**config.mk**
```make
export PLATFORM = sky130hd
export DESIGN_NAME = osc_select_ctrl
export DESIGN_NICKNAME = d
export VERILOG_FILES = /design/src/hw/osc_pkg.sv /design/src/hw/osc_switch_seq.sv /design/src/hw/osc_select_ctrl.sv
export SDC_FILE = /design/constraint.sdc
export NUM_CORES = 1
export LEC_CHECK = 0
export BUFFER_PORTS_ARGS = -buffer_cell sky130_fd_sc_hd__buf_4
export CORE_ASPECT_RATIO = 1.75
export CORE_UTILIZATION = 52
export DETAILED_ROUTE_END_ITERATION = 8
export PLACE_DENSITY = 0.78
export SLEW_MARGIN = 20
export SYNTH_ARGS = -nofsm -noshare
export SYNTH_HDL_FRONTEND = slang
export SYNTH_SLANG_ARGS = --single-unit
```
**constraint.sdc**
```tcl
create_clock -name clk -period 2.44 [get_ports clk]
set_input_delay 0.244 -clock clk [delete_from_list [all_inputs] [get_ports clk]]
set_output_delay 0.244 -clock clk [all_outputs]
set_load 0.005 [all_outputs]
```
**src/hw/osc_pkg.sv**
```systemverilog
// Constants and carrier types shared by the oscillator select control files
package osc_pkg;

    // ------------------------------------------------------------------
    // Register map (byte addresses on the AXI4-Lite bus)
    // ------------------------------------------------------------------
    localparam logic [7:0] OSC_ADDR_CTRL = 8'h00;    // oscillator_control
    localparam logic [7:0] OSC_ADDR_KEY  = 8'h04;    // unlock key register

    // ------------------------------------------------------------------
    // Field positions of oscillator_control
    // ------------------------------------------------------------------
    localparam int OSC_POS_DIVSEL = 24;
    localparam int OSC_POS_DREAM  = 23;
    localparam int OSC_POS_TWOSPD = 21;
    localparam int OSC_POS_CURSRC = 12;
    localparam int OSC_POS_NEWSRC = 8;
    localparam int OSC_POS_LOCK   = 7;
    localparam int OSC_POS_SLEEP  = 4;
    localparam int OSC_POS_CFAIL  = 3;
    localparam int OSC_POS_SECEN  = 1;
    localparam int OSC_POS_SWREQ  = 0;

    // Unimplemented bits 31-27, 22, 20-15, 11, 6-5 and 2
    localparam logic [31:0] OSC_RSVD_MASK = 32'hf85f_8864;

    // ------------------------------------------------------------------
    // Reset values and codes
    // ------------------------------------------------------------------
    localparam logic [2:0]  OSC_DIVSEL_RST = 3'h0;   // Divide by one
    localparam logic [2:0]  OSC_SRC_FAST   = 3'h0;   // Divided fast RC
    localparam logic [2:0]  OSC_CURSRC_RST = 3'h0;
    localparam logic [1:0]  OSC_RESP_OKAY  = 2'h0;
    localparam logic [1:0]  OSC_RESP_SLVERR = 2'h2;

    // Unlock key words; values are arbitrary
    localparam logic [31:0] OSC_KEY_FIRST  = 32'h0000_a5a5;
    localparam logic [31:0] OSC_KEY_SECOND = 32'h0000_5a5a;

    // ------------------------------------------------------------------
    // Types
    // ------------------------------------------------------------------
    typedef struct packed {
        logic [2:0] target;     // Source to switch to
        logic       twoSpeed;   // Run fast RC until target is ready
    } osc_switch_req_t;

    typedef enum logic [2:0] {
        OSC_SEQ_IDLE   = 3'b001,
        OSC_SEQ_WAIT   = 3'b010,
        OSC_SEQ_FINISH = 3'b100
    } osc_seq_state_t;

endpackage

```
**src/hw/osc_switch_seq.sv**
```systemverilog
// Clock source switch sequencer with two-speed start
`timescale 1ns/1ps
`default_nettype none

module osc_switch_seq
    import osc_pkg::*;
(
    input  wire logic            clk,
    input  wire logic            rst_b,
    input  wire logic            start,
    input  wire osc_switch_req_t req,
    input  wire logic [7:0]      sourceReady,
    output var  logic            done,
    output var  logic            idle,
    output var  logic            waiting,
    output var  logic [2:0]      target,
    output var  logic [2:0]      sysClockSel
);

    osc_seq_state_t stateReg;

    // ------------------------------------------------------------------
    // Sequence
    // ------------------------------------------------------------------

    // Two-speed start parks the system clock on fast RC so the core keeps
    // running while a slow oscillator settles
    always_ff @(posedge clk or negedge rst_b) begin
        if (!rst_b) begin
            stateReg    <= OSC_SEQ_IDLE;
            target      <= OSC_SRC_FAST;
            sysClockSel <= OSC_SRC_FAST;
        end else begin
            case (stateReg)
                OSC_SEQ_IDLE: begin
                    if (start) begin
                        target <= req.target;
                        if (req.twoSpeed && !sourceReady[req.target]) begin
                            sysClockSel <= OSC_SRC_FAST;      // [RQ3]
                            stateReg    <= OSC_SEQ_WAIT;
                        end else begin
                            sysClockSel <= req.target;        // [RQ3]
                            stateReg    <= OSC_SEQ_FINISH;
                        end
                    end
                end
                OSC_SEQ_WAIT: begin
                    if (sourceReady[target]) begin
                        sysClockSel <= target;                // [RQ3]
                        stateReg    <= OSC_SEQ_FINISH;
                    end
                end
                OSC_SEQ_FINISH: begin
                    stateReg <= OSC_SEQ_IDLE;
                end
                default: begin
                    stateReg <= OSC_SEQ_IDLE;
                end
            endcase
        end
    end

    // Status decode
    assign done    = (stateReg == OSC_SEQ_FINISH);
    assign idle    = (stateReg == OSC_SEQ_IDLE);
    assign waiting = (stateReg == OSC_SEQ_WAIT);

endmodule

`default_nettype wire

```
**src/hw/osc_select_ctrl.sv**
```systemverilog
// Oscillator select control with AXI4-Lite register access
//
// Summary of operation
// RQ1 - Divider code 0..7 divides fast RC by 1,2,4,8,16,32,64,256; default 1.
// RQ2 - Dream mode bit 23 enables dream mode; resets to zero.
// RQ3 - Two-speed bit set: run fast RC until selected clock ready, else direct.
// RQ4 - Bits 14-12 report the clock source actually selected.
// RQ5 - Software must not select reserved new-source codes 110 and 011.
// RQ6 - New-source field loads from the initial source fuse at reset.
// RQ7 - Lock bit 7 freezes the clock and divider selections.
// RQ8 - Sleep enable bit 4 makes a wait instruction enter sleep.
// RQ9 - Clock-fail flag bit 3 is set by hardware on monitor failure.
// RQ10 - Secondary enable bit 1 turns the secondary oscillator on and off.
// RQ11 - Writing one to bit 0 starts a switch; hardware clears it when done.
// RQ12 - Two-speed and switch-request bits power up from the two-speed fuse.
// RQ13 - Control writes are ignored unless the unlock sequence came first.
// RQ14 - Unimplemented control bits read as zero.
// RQ15 - Finished switch copies new source to current; no start while locked.
//
// Our own choices: the address map and the AXI4-Lite slave port.
`timescale 1ns/1ps
`default_nettype none

module osc_select_ctrl
    import osc_pkg::*;
(
    input  wire logic        clk,
    input  wire logic        rst_b,
    // AXI4-Lite slave
    input  wire logic [7:0]  s_axi_awaddr,
    input  wire logic        s_axi_awvalid,
    output var  logic        s_axi_awready,
    input  wire logic [31:0] s_axi_wdata,
    input  wire logic [3:0]  s_axi_wstrb,
    input  wire logic        s_axi_wvalid,
    output var  logic        s_axi_wready,
    output var  logic [1:0]  s_axi_bresp,
    output var  logic        s_axi_bvalid,
    input  wire logic        s_axi_bready,
    input  wire logic [7:0]  s_axi_araddr,
    input  wire logic        s_axi_arvalid,
    output var  logic        s_axi_arready,
    output var  logic [31:0] s_axi_rdata,
    output var  logic [1:0]  s_axi_rresp,
    output var  logic        s_axi_rvalid,
    input  wire logic        s_axi_rready,
    // Fuses, oscillator status and core events
    input  wire logic [2:0]  initialSourceFuse,
    input  wire logic        twoSpeedStartupFuse,
    input  wire logic [7:0]  sourceReady,
    input  wire logic        clockFailDetect,
    input  wire logic        waitExecuted,
    // Clock controls
    output var  logic [8:0]  fastRcDivRatio,
    output var  logic [2:0]  systemClockSel,
    output var  logic        dreamModeEn,
    output var  logic        secondaryEn,
    output var  logic        sleepEnter,
    output var  logic        idleEnter
);

    // ------------------------------------------------------------------
    // Functions
    // ------------------------------------------------------------------

    // Division ratio for a divider code
    function automatic logic [8:0] osc_div_ratio(input logic [2:0] code);
        osc_div_ratio = (code == 3'h7) ? 9'h100 : (9'h001 << code);   // [RQ1]
    endfunction

    // Merge write data into an old word under byte strobes
    function automatic logic [31:0] osc_merge(input logic [31:0] old,
                                              input logic [31:0] data,
                                              input logic [3:0]  strb);
        logic [31:0] mask;
        mask = {{8{strb[3]}}, {8{strb[2]}}, {8{strb[1]}}, {8{strb[0]}}};
        osc_merge = (data & mask) | (old & ~mask);
    endfunction

    // ------------------------------------------------------------------
    // Declarations
    // ------------------------------------------------------------------
    logic [2:0]  divSelReg;
    logic        dreamReg;
    logic        twoSpdReg;
    logic [2:0]  curSrcReg;
    logic [2:0]  newSrcReg;
    logic        lockReg;
    logic        sleepEnReg;
    logic        clkFailReg;
    logic        secEnReg;
    logic        swReqReg;
    logic        fuseLoadedReg;
    logic        unlockedReg;
    logic        keyStageReg;
    logic [7:0]  awAddrReg;
    logic        awHeldReg;
    logic [31:0] wDataReg;
    logic [3:0]  wStrbReg;
    logic        wHeldReg;
    logic [31:0] ctrlImage;
    logic [31:0] newImage;
    logic        wrFire;
    logic        wrCtrl;
    logic        wrKey;
    logic        seqStart;
    logic        seqDone;
    logic        seqIdle;
    logic        seqWaiting;
    logic [2:0]  seqTarget;
    logic [2:0]  seqSysSel;
    osc_switch_req_t switchReq;

    // ------------------------------------------------------------------
    // Register image and write decode
    // ------------------------------------------------------------------

    // Unimplemented positions are tied to zero in the image
    assign ctrlImage = (32'(divSelReg)  << OSC_POS_DIVSEL)
                     | (32'(dreamReg)   << OSC_POS_DREAM)
                     | (32'(twoSpdReg)  << OSC_POS_TWOSPD)
                     | (32'(curSrcReg)  << OSC_POS_CURSRC)            // [RQ4]
                     | (32'(newSrcReg)  << OSC_POS_NEWSRC)
                     | (32'(lockReg)    << OSC_POS_LOCK)
                     | (32'(sleepEnReg) << OSC_POS_SLEEP)
                     | (32'(clkFailReg) << OSC_POS_CFAIL)
                     | (32'(secEnReg)   << OSC_POS_SECEN)
                     | (32'(swReqReg)   << OSC_POS_SWREQ);            // [RQ14]

    assign newImage = osc_merge(ctrlImage, wDataReg, wStrbReg);
    assign wrFire   = awHeldReg && wHeldReg && !s_axi_bvalid;
    assign wrCtrl   = wrFire && (awAddrReg == OSC_ADDR_CTRL) && unlockedReg;  // [RQ13]
    assign wrKey    = wrFire && (awAddrReg == OSC_ADDR_KEY);

    // ------------------------------------------------------------------
    // AXI4-Lite write channels
    // ------------------------------------------------------------------

    // Address and data are held separately so either may arrive first
    always_ff @(posedge clk or negedge rst_b) begin
        if (!rst_b) begin
            awHeldReg     <= 1'b0;
            awAddrReg     <= 8'h00;
            s_axi_awready <= 1'b0;
        end else if (s_axi_awvalid && s_axi_awready) begin
            awHeldReg     <= 1'b1;
            awAddrReg     <= s_axi_awaddr;
            s_axi_awready <= 1'b0;
        end else if (s_axi_bvalid && s_axi_bready) begin
            awHeldReg     <= 1'b0;
            s_axi_awready <= 1'b1;
        end else if (!awHeldReg && !s_axi_bvalid) begin
            s_axi_awready <= 1'b1;
        end
    end

    always_ff @(posedge clk or negedge rst_b) begin
        if (!rst_b) begin
            wHeldReg     <= 1'b0;
            wDataReg     <= 32'h0000_0000;
            wStrbReg     <= 4'h0;
            s_axi_wready <= 1'b0;
        end else if (s_axi_wvalid && s_axi_wready) begin
            wHeldReg     <= 1'b1;
            wDataReg     <= s_axi_wdata;
            wStrbReg     <= s_axi_wstrb;
            s_axi_wready <= 1'b0;
        end else if (s_axi_bvalid && s_axi_bready) begin
            wHeldReg     <= 1'b0;
            s_axi_wready <= 1'b1;
        end else if (!wHeldReg && !s_axi_bvalid) begin
            s_axi_wready <= 1'b1;
        end
    end

    // Response; a locked control write still answers OKAY and is dropped
    always_ff @(posedge clk or negedge rst_b) begin
        if (!rst_b) begin
            s_axi_bvalid <= 1'b0;
            s_axi_bresp  <= OSC_RESP_OKAY;
        end else if (wrFire) begin
            s_axi_bvalid <= 1'b1;
            s_axi_bresp  <= (awAddrReg == OSC_ADDR_CTRL || awAddrReg == OSC_ADDR_KEY)
                            ? OSC_RESP_OKAY : OSC_RESP_SLVERR;
        end else if (s_axi_bready) begin
            s_axi_bvalid <= 1'b0;
        end
    end

    // ------------------------------------------------------------------
    // AXI4-Lite read channel
    // ------------------------------------------------------------------

    // Read data is captured at the address handshake
    always_ff @(posedge clk or negedge rst_b) begin
        if (!rst_b) begin
            s_axi_arready <= 1'b0;
            s_axi_rvalid  <= 1'b0;
            s_axi_rdata   <= 32'h0000_0000;
            s_axi_rresp   <= OSC_RESP_OKAY;
        end else if (s_axi_arvalid && s_axi_arready) begin
            s_axi_arready <= 1'b0;
            s_axi_rvalid  <= 1'b1;
            if (s_axi_araddr == OSC_ADDR_CTRL) begin
                s_axi_rdata <= ctrlImage;                             // [RQ14]
                s_axi_rresp <= OSC_RESP_OKAY;
            end else if (s_axi_araddr == OSC_ADDR_KEY) begin
                s_axi_rdata <= 32'(unlockedReg);
                s_axi_rresp <= OSC_RESP_OKAY;
            end else begin
                s_axi_rdata <= 32'h0000_0000;
                s_axi_rresp <= OSC_RESP_SLVERR;
            end
        end else if (s_axi_rvalid && s_axi_rready) begin
            s_axi_rvalid  <= 1'b0;
            s_axi_arready <= 1'b1;
        end else if (!s_axi_rvalid) begin
            s_axi_arready <= 1'b1;
        end
    end

    // ------------------------------------------------------------------
    // Unlock sequence
    // ------------------------------------------------------------------

    // Two key words in a row open writes; any other key word closes them
    always_ff @(posedge clk or negedge rst_b) begin
        if (!rst_b) begin
            keyStageReg <= 1'b0;
            unlockedReg <= 1'b0;
        end else if (wrKey) begin
            keyStageReg <= (wDataReg == OSC_KEY_FIRST);
            unlockedReg <= keyStageReg && (wDataReg == OSC_KEY_SECOND);   // [RQ13]
        end
    end

    // ------------------------------------------------------------------
    // Control fields
    // ------------------------------------------------------------------

    // Fuse values are caught on the first edge after reset release
    always_ff @(posedge clk or negedge rst_b) begin
        if (!rst_b) begin
            fuseLoadedReg <= 1'b0;
        end else begin
            fuseLoadedReg <= 1'b1;
        end
    end

    // Clock selections freeze once the lock is set
    always_ff @(posedge clk or negedge rst_b) begin
        if (!rst_b) begin
            divSelReg <= OSC_DIVSEL_RST;                              // [RQ1]
            newSrcReg <= OSC_SRC_FAST;
            twoSpdReg <= 1'b0;
        end else if (!fuseLoadedReg) begin
            newSrcReg <= initialSourceFuse;                           // [RQ6]
            twoSpdReg <= twoSpeedStartupFuse;                         // [RQ12]
        end else if (wrCtrl && !lockReg) begin                        // [RQ7]
            divSelReg <= newImage[OSC_POS_DIVSEL +: 3];
            newSrcReg <= newImage[OSC_POS_NEWSRC +: 3];
            twoSpdReg <= newImage[OSC_POS_TWOSPD];
        end
    end

    // Lock can only be released by reset
    always_ff @(posedge clk or negedge rst_b) begin
        if (!rst_b) begin
            lockReg <= 1'b0;
        end else if (wrCtrl && newImage[OSC_POS_LOCK]) begin
            lockReg <= 1'b1;                                          // [RQ7]
        end
    end

    // Power mode and secondary oscillator enables
    always_ff @(posedge clk or negedge rst_b) begin
        if (!rst_b) begin
            dreamReg   <= 1'b0;                                       // [RQ2]
            sleepEnReg <= 1'b0;
            secEnReg   <= 1'b0;
        end else if (wrCtrl) begin
            dreamReg   <= newImage[OSC_POS_DREAM];                    // [RQ2]
            sleepEnReg <= newImage[OSC_POS_SLEEP];                    // [RQ8]
            secEnReg   <= newImage[OSC_POS_SECEN];                    // [RQ10]
        end
    end

    // A failure in the same cycle as a software clear keeps the flag set
    always_ff @(posedge clk or negedge rst_b) begin
        if (!rst_b) begin
            clkFailReg <= 1'b0;
        end else if (clockFailDetect) begin
            clkFailReg <= 1'b1;                                       // [RQ9]
        end else if (wrCtrl) begin
            clkFailReg <= newImage[OSC_POS_CFAIL];
        end
    end

    // Software request wins over the completion clear in the same cycle
    always_ff @(posedge clk or negedge rst_b) begin
        if (!rst_b) begin
            swReqReg <= 1'b0;
        end else if (!fuseLoadedReg) begin
            swReqReg <= twoSpeedStartupFuse;                          // [RQ12]
        end else if (wrCtrl && newImage[OSC_POS_SWREQ] && !lockReg) begin
            swReqReg <= 1'b1;                                         // [RQ11]
        end else if (seqDone) begin
            swReqReg <= 1'b0;                                         // [RQ11]
        end
    end

    // ------------------------------------------------------------------
    // Switch sequencing
    // ------------------------------------------------------------------
    assign seqStart         = fuseLoadedReg && swReqReg && !lockReg && seqIdle;  // [RQ15]
    assign switchReq.target = newSrcReg;
    assign switchReq.twoSpeed = twoSpdReg;

    osc_switch_seq u_seq (
        .clk         (clk),
        .rst_b       (rst_b),
        .start       (seqStart),
        .req         (switchReq),
        .sourceReady (sourceReady),
        .done        (seqDone),
        .idle        (seqIdle),
        .waiting     (seqWaiting),
        .target      (seqTarget),
        .sysClockSel (seqSysSel)
    );

    // Current source follows the target once the switch completes
    always_ff @(posedge clk or negedge rst_b) begin
        if (!rst_b) begin
            curSrcReg <= OSC_CURSRC_RST;
        end else if (seqDone) begin
            curSrcReg <= seqTarget;                                   // [RQ15]
        end
    end

    // ------------------------------------------------------------------
    // Outputs
    // ------------------------------------------------------------------

    // Registered so every control leaves the block from a flop
    always_ff @(posedge clk or negedge rst_b) begin
        if (!rst_b) begin
            fastRcDivRatio <= 9'h001;
            systemClockSel <= OSC_SRC_FAST;
            dreamModeEn    <= 1'b0;
            secondaryEn    <= 1'b0;
            sleepEnter     <= 1'b0;
            idleEnter      <= 1'b0;
        end else begin
            fastRcDivRatio <= osc_div_ratio(divSelReg);               // [RQ1]
            systemClockSel <= seqSysSel;                              // [RQ3]
            dreamModeEn    <= dreamReg;                               // [RQ2]
            secondaryEn    <= secEnReg;                               // [RQ10]
            sleepEnter     <= waitExecuted && sleepEnReg;             // [RQ8]
            idleEnter      <= waitExecuted && !sleepEnReg;
        end
    end
endmodule

`default_nettype wire

```
==> summary.md <==
| Metric | Value |
|---|---|
| Bufs on Longest Clock Path | `2` |
| WP buf/inv | `0` |
| Hpwl dp | `7241 um` |
| Slew Limit Headroom | `0.5288` |
| Die W | `73.83 um` |
| Yosys reg bits | `112` |
| Wirelength per Cell | `15.89 um` |
| Worst path slowest cell | `or4_4` |
| Sw frac | `0.2738` |
| Top post-synthesis cells by area | `dfrtp_1 (59%), mux2_2 (13%), buf_4 (3.0%)` |
| Status | `finished, final reports clean` |
| Nature of the critical path startpoint | `flip-flop` |
| Initial DRC count | `145` |
| Worst slew pin tran | `0.7068 ns` |
| Prevailing post-synth register cell | `dfrtp_1` |
| Clk_lat worst skew | `0.34 ns` |
| Routability cong. | `0.7922` |
| Critical Path RT | `2.70 ns` |
| Vias in the first global route | `3188` |
| CP Class | `reg2reg` |
| First-pass GRT wire length | `15240 um` |
| Worst Path Max Fanout | `4` |
| Total gr overflow | `0` |
| Synth-to-layout area growth | `25.35%` |
| Drt drc | `0` |
| Slew Limit Fails | `0` |
| Antenna Cells | `0` |
| Flop pwr share | `0.530` |
| Mean Syn Cell Area | `13.00 um^2` |
| Final period utilization | `0.8602` |
| Sequential-to-total area share from yosys stat | `0.5975` |
| CTS H-tree lvls | `3` |
| Initial antenna violation count | `0` |
| TritonRoute pass-1 iters | `4` |
| Fin. Hold Viols | `0` |
| Final nets | `548` |
| Row count | `45` |
| Reg-to-reg slack, setup | `0.34 ns` |
| Die Ht | `127.7 um` |
| Cell area after synthesis | `4695 um^2` |
| Clock slew at reported path FFs | `0.07 ns` |
| R2R cell count | `4` |
| Total power | `5.290 mW` |
| Pwr dens | `899.0 nW/um^2` |
| Clock power share | `0.253` |
| Static Leak | `2.813 nW` |
| Clock sink count | `112` |
| P_int | `3.841 mW` |
| Via/cell ratio | `5.340` |
| IO Count | `130` |
| Psw | `1.448 mW` |
| Crit. Startpoint | `awAddrReg[1]` |
| Die area | `9427 um^2` |
| Fmax | `476.4 MHz` |
| Area share of the largest cell type after synthesis | `0.5864` |
| Setup TNS | `0 ns` |
| Largest net degree at the start of global routing | `58` |
| Post-CTS setup buffers | `0` |
| GR Util All Layers | `0.2170` |
| Critical R2R Capture | `swReqReg` |
| Area of the core | `8727 um^2` |
| Combinational share of power | `0.217` |
| Worst EP arrival | `2.36 ns` |
| Setup violators final | `0` |
| Mapped Cells | `361` |
| FF-to-FF Start | `awAddrReg[1]` |
| CTS tree | `done` |
| Critical Path Sink | `swReqReg` |
| Post-route ant nets | `0` |
| Async SR Flop Fraction | `1.000` |
| Cts hold-fix bufs | `1` |
| CP peak stage delay | `0.57 ns` |
| Root buf cell | `clkbuf_16` |
| RSZ-0062 raised after global routing | `false` |
| Hold crit path type | `in2reg` |
| Share of cells above drive strength 1 | `0.4000` |
| Crit path top cell by count | `or4_4` |
| Family with the most delay on the worst path | `simple AND/OR/NAND/NOR gates` |
| Syn. warnings | `0` |
| Hold depth | `2` |
| Clock Skew | `0.005896 ns` |
| Count of input and output buffers | `110` |
| Total of max-cap violations | `0` |
| Worst vdd ir | `0.6528 mV` |
| Initial Utilization | `0.5379` |
| Stages on worst setup path | `4` |
| Post-synth EDFFs | `0` |
| CTS resizes | `0` |
| Vias after detailed routing | `3188` |
| Crit end category | `flip-flop` |
| Critical path, cell by cell | `or4_4, or4_4, or3_1, a31oi_1` |
| Total wire length | `9488 um` |
| Fin crit period | `2.099 ns` |
| Number of CTS-inserted buffers | `9` |
| Unique masters post-synth | `47` |
| Yosys top cell by area | `dfrtp_1` |
## layout make-up
class / count / area [um^2]
Tap cell: 117 / 146.4
Timing Repair Buffer: 118 / 900.9
Fill cell: 662 / 2843
Clock buffer: 16 / 271.5
Inverter: 6 / 22.52
Multi-Input combinational cell: 228 / 1738
Sequential cell: 112 / 2805
## worst min-delay path by stage
stage	slack (ns)	to	start
finish	0.1	clkFailReg	clockFailDetect
global route	0.11	clkFailReg	clockFailDetect
CTS	0.09	clkFailReg	clockFailDetect
global placement	0.34	fastRcDivRatio[8]	rst_b
detailed placement	0.35	fastRcDivRatio[3]	rst_b
floorplan	-0.05	awAddrReg[0]	rst_b
## cells in the mapped netlist, types with 2 or more instances
library cell,n
nor4_2,2
a21oi_1,6
nor3b_1,6
a22o_1,16
nor3_1,4
inv_1,6
buf_4,19
and3b_1,2
o31ai_1,2
dfrtp_1,110
nand4_1,3
a21boi_0,2
o21a_1,3
and2_1,2
a31oi_1,4
mux2_2,55
dfstp_2,2
nor4_1,6
or3_1,4
clkbuf_1,12
nand2b_1,4
conb_1,2
nand2_1,29
nand3b_1,3
nor2_1,13
nor4bb_1,5
and3_1,2
mux2i_1,14
o21ai_0,4
or4_4,2
## registers in the layout, summed over array words and instances, names as in the netlist, 3 cells and up
name	count
awAddrReg	8
curSrcReg	3
divSelReg	3
fastRcDivRatio	8
newSrcReg	3
s_axi_rdata	16
systemClockSel	3
u_seq.stateReg	3
u_seq.sysClockSel	3
u_seq.target	3
wDataReg	32
wStrbReg	4
## logic make-up (layout without fill, tap and decap cells)
logic type	after synthesis	in the layout	share of synthesized area
other	2	20	0.001600
multiplexers	70	70	0.1666
buffers and inverters	39	140	0.04664
AO/OA/AOI/OAI	45	45	0.07143
AND/OR/NAND/NOR	93	93	0.1162
flip-flops	112	112	0.5975
## metrics by stage
step | area [um^2] | setup slack [ns] | hold WS, ns | cells | utilization
3_5_place_dp | 5603 | 0.3622 | 0.3458 | 580 | 0.6420
2_1_floorplan | 4762 | 0.4033 | -0.05159 | 379 | -
4_1_cts | 5884 | 0.3202 | 0.09386 | 597 | 0.6743
5_1_grt | 5884 | 0.2574 | 0.1057 | 597 | 0.6743
3_3_place_gp | 5603 | 0.4005 | 0.3358 | 580 | 0.6420
6_report | 5884 | 0.3411 | 0.09714 | 597 | 0.6743
## metal layers
layer | routed length, um | GRT usage
met5 | 0 | 0
met4 | 245 | 0.09163
met3 | 360 | 0.03695
met2 | 5447 | 0.4004
met1 | 3435 | 0.2369
## worst register-to-register path: stages, from the launching register on
cell,delay (ns)
dfrtp_1,0.37
or4_4,0.57
or4_4,0.54
or3_1,0.37
a31oi_1,0.18
## power groups by stage
stage / sequential, mW / combinational [mW] / clock (mW)
after floorplan: 2.67 / 0.861 / 0
after global placement: 2.81 / 1.12 / 0
after detailed placement: 2.84 / 1.16 / 0
after CTS: 2.81 / 1.17 / 1.37
after global routing: 2.89 / 1.26 / 1.44
final: 2.80 / 1.15 / 1.34
## cells in the final DEF (no fill, tap or decap), types with 3 or more instances in the layout
cell | synthesis | routed
a21oi_1 | 6 | 6
a22o_1 | 16 | 16
a31oi_1 | 4 | 4
buf_4 | 19 | 116
clkbuf_1 | 12 | 5
clkbuf_16 | 0 | 9
conb_1 | 2 | 20
dfrtp_1 | 110 | 110
inv_1 | 6 | 6
mux2_2 | 55 | 55
mux2i_1 | 14 | 14
nand2_1 | 29 | 29
nand2b_1 | 4 | 4
nand3b_1 | 3 | 3
nand4_1 | 3 | 3
nor2_1 | 13 | 13
nor3_1 | 4 | 4
nor3b_1 | 6 | 6
nor4_1 | 6 | 6
nor4bb_1 | 5 | 5
o21a_1 | 3 | 3
o21ai_0 | 4 | 4
or3_1 | 4 | 4
(Power assumes the default switching activity.)
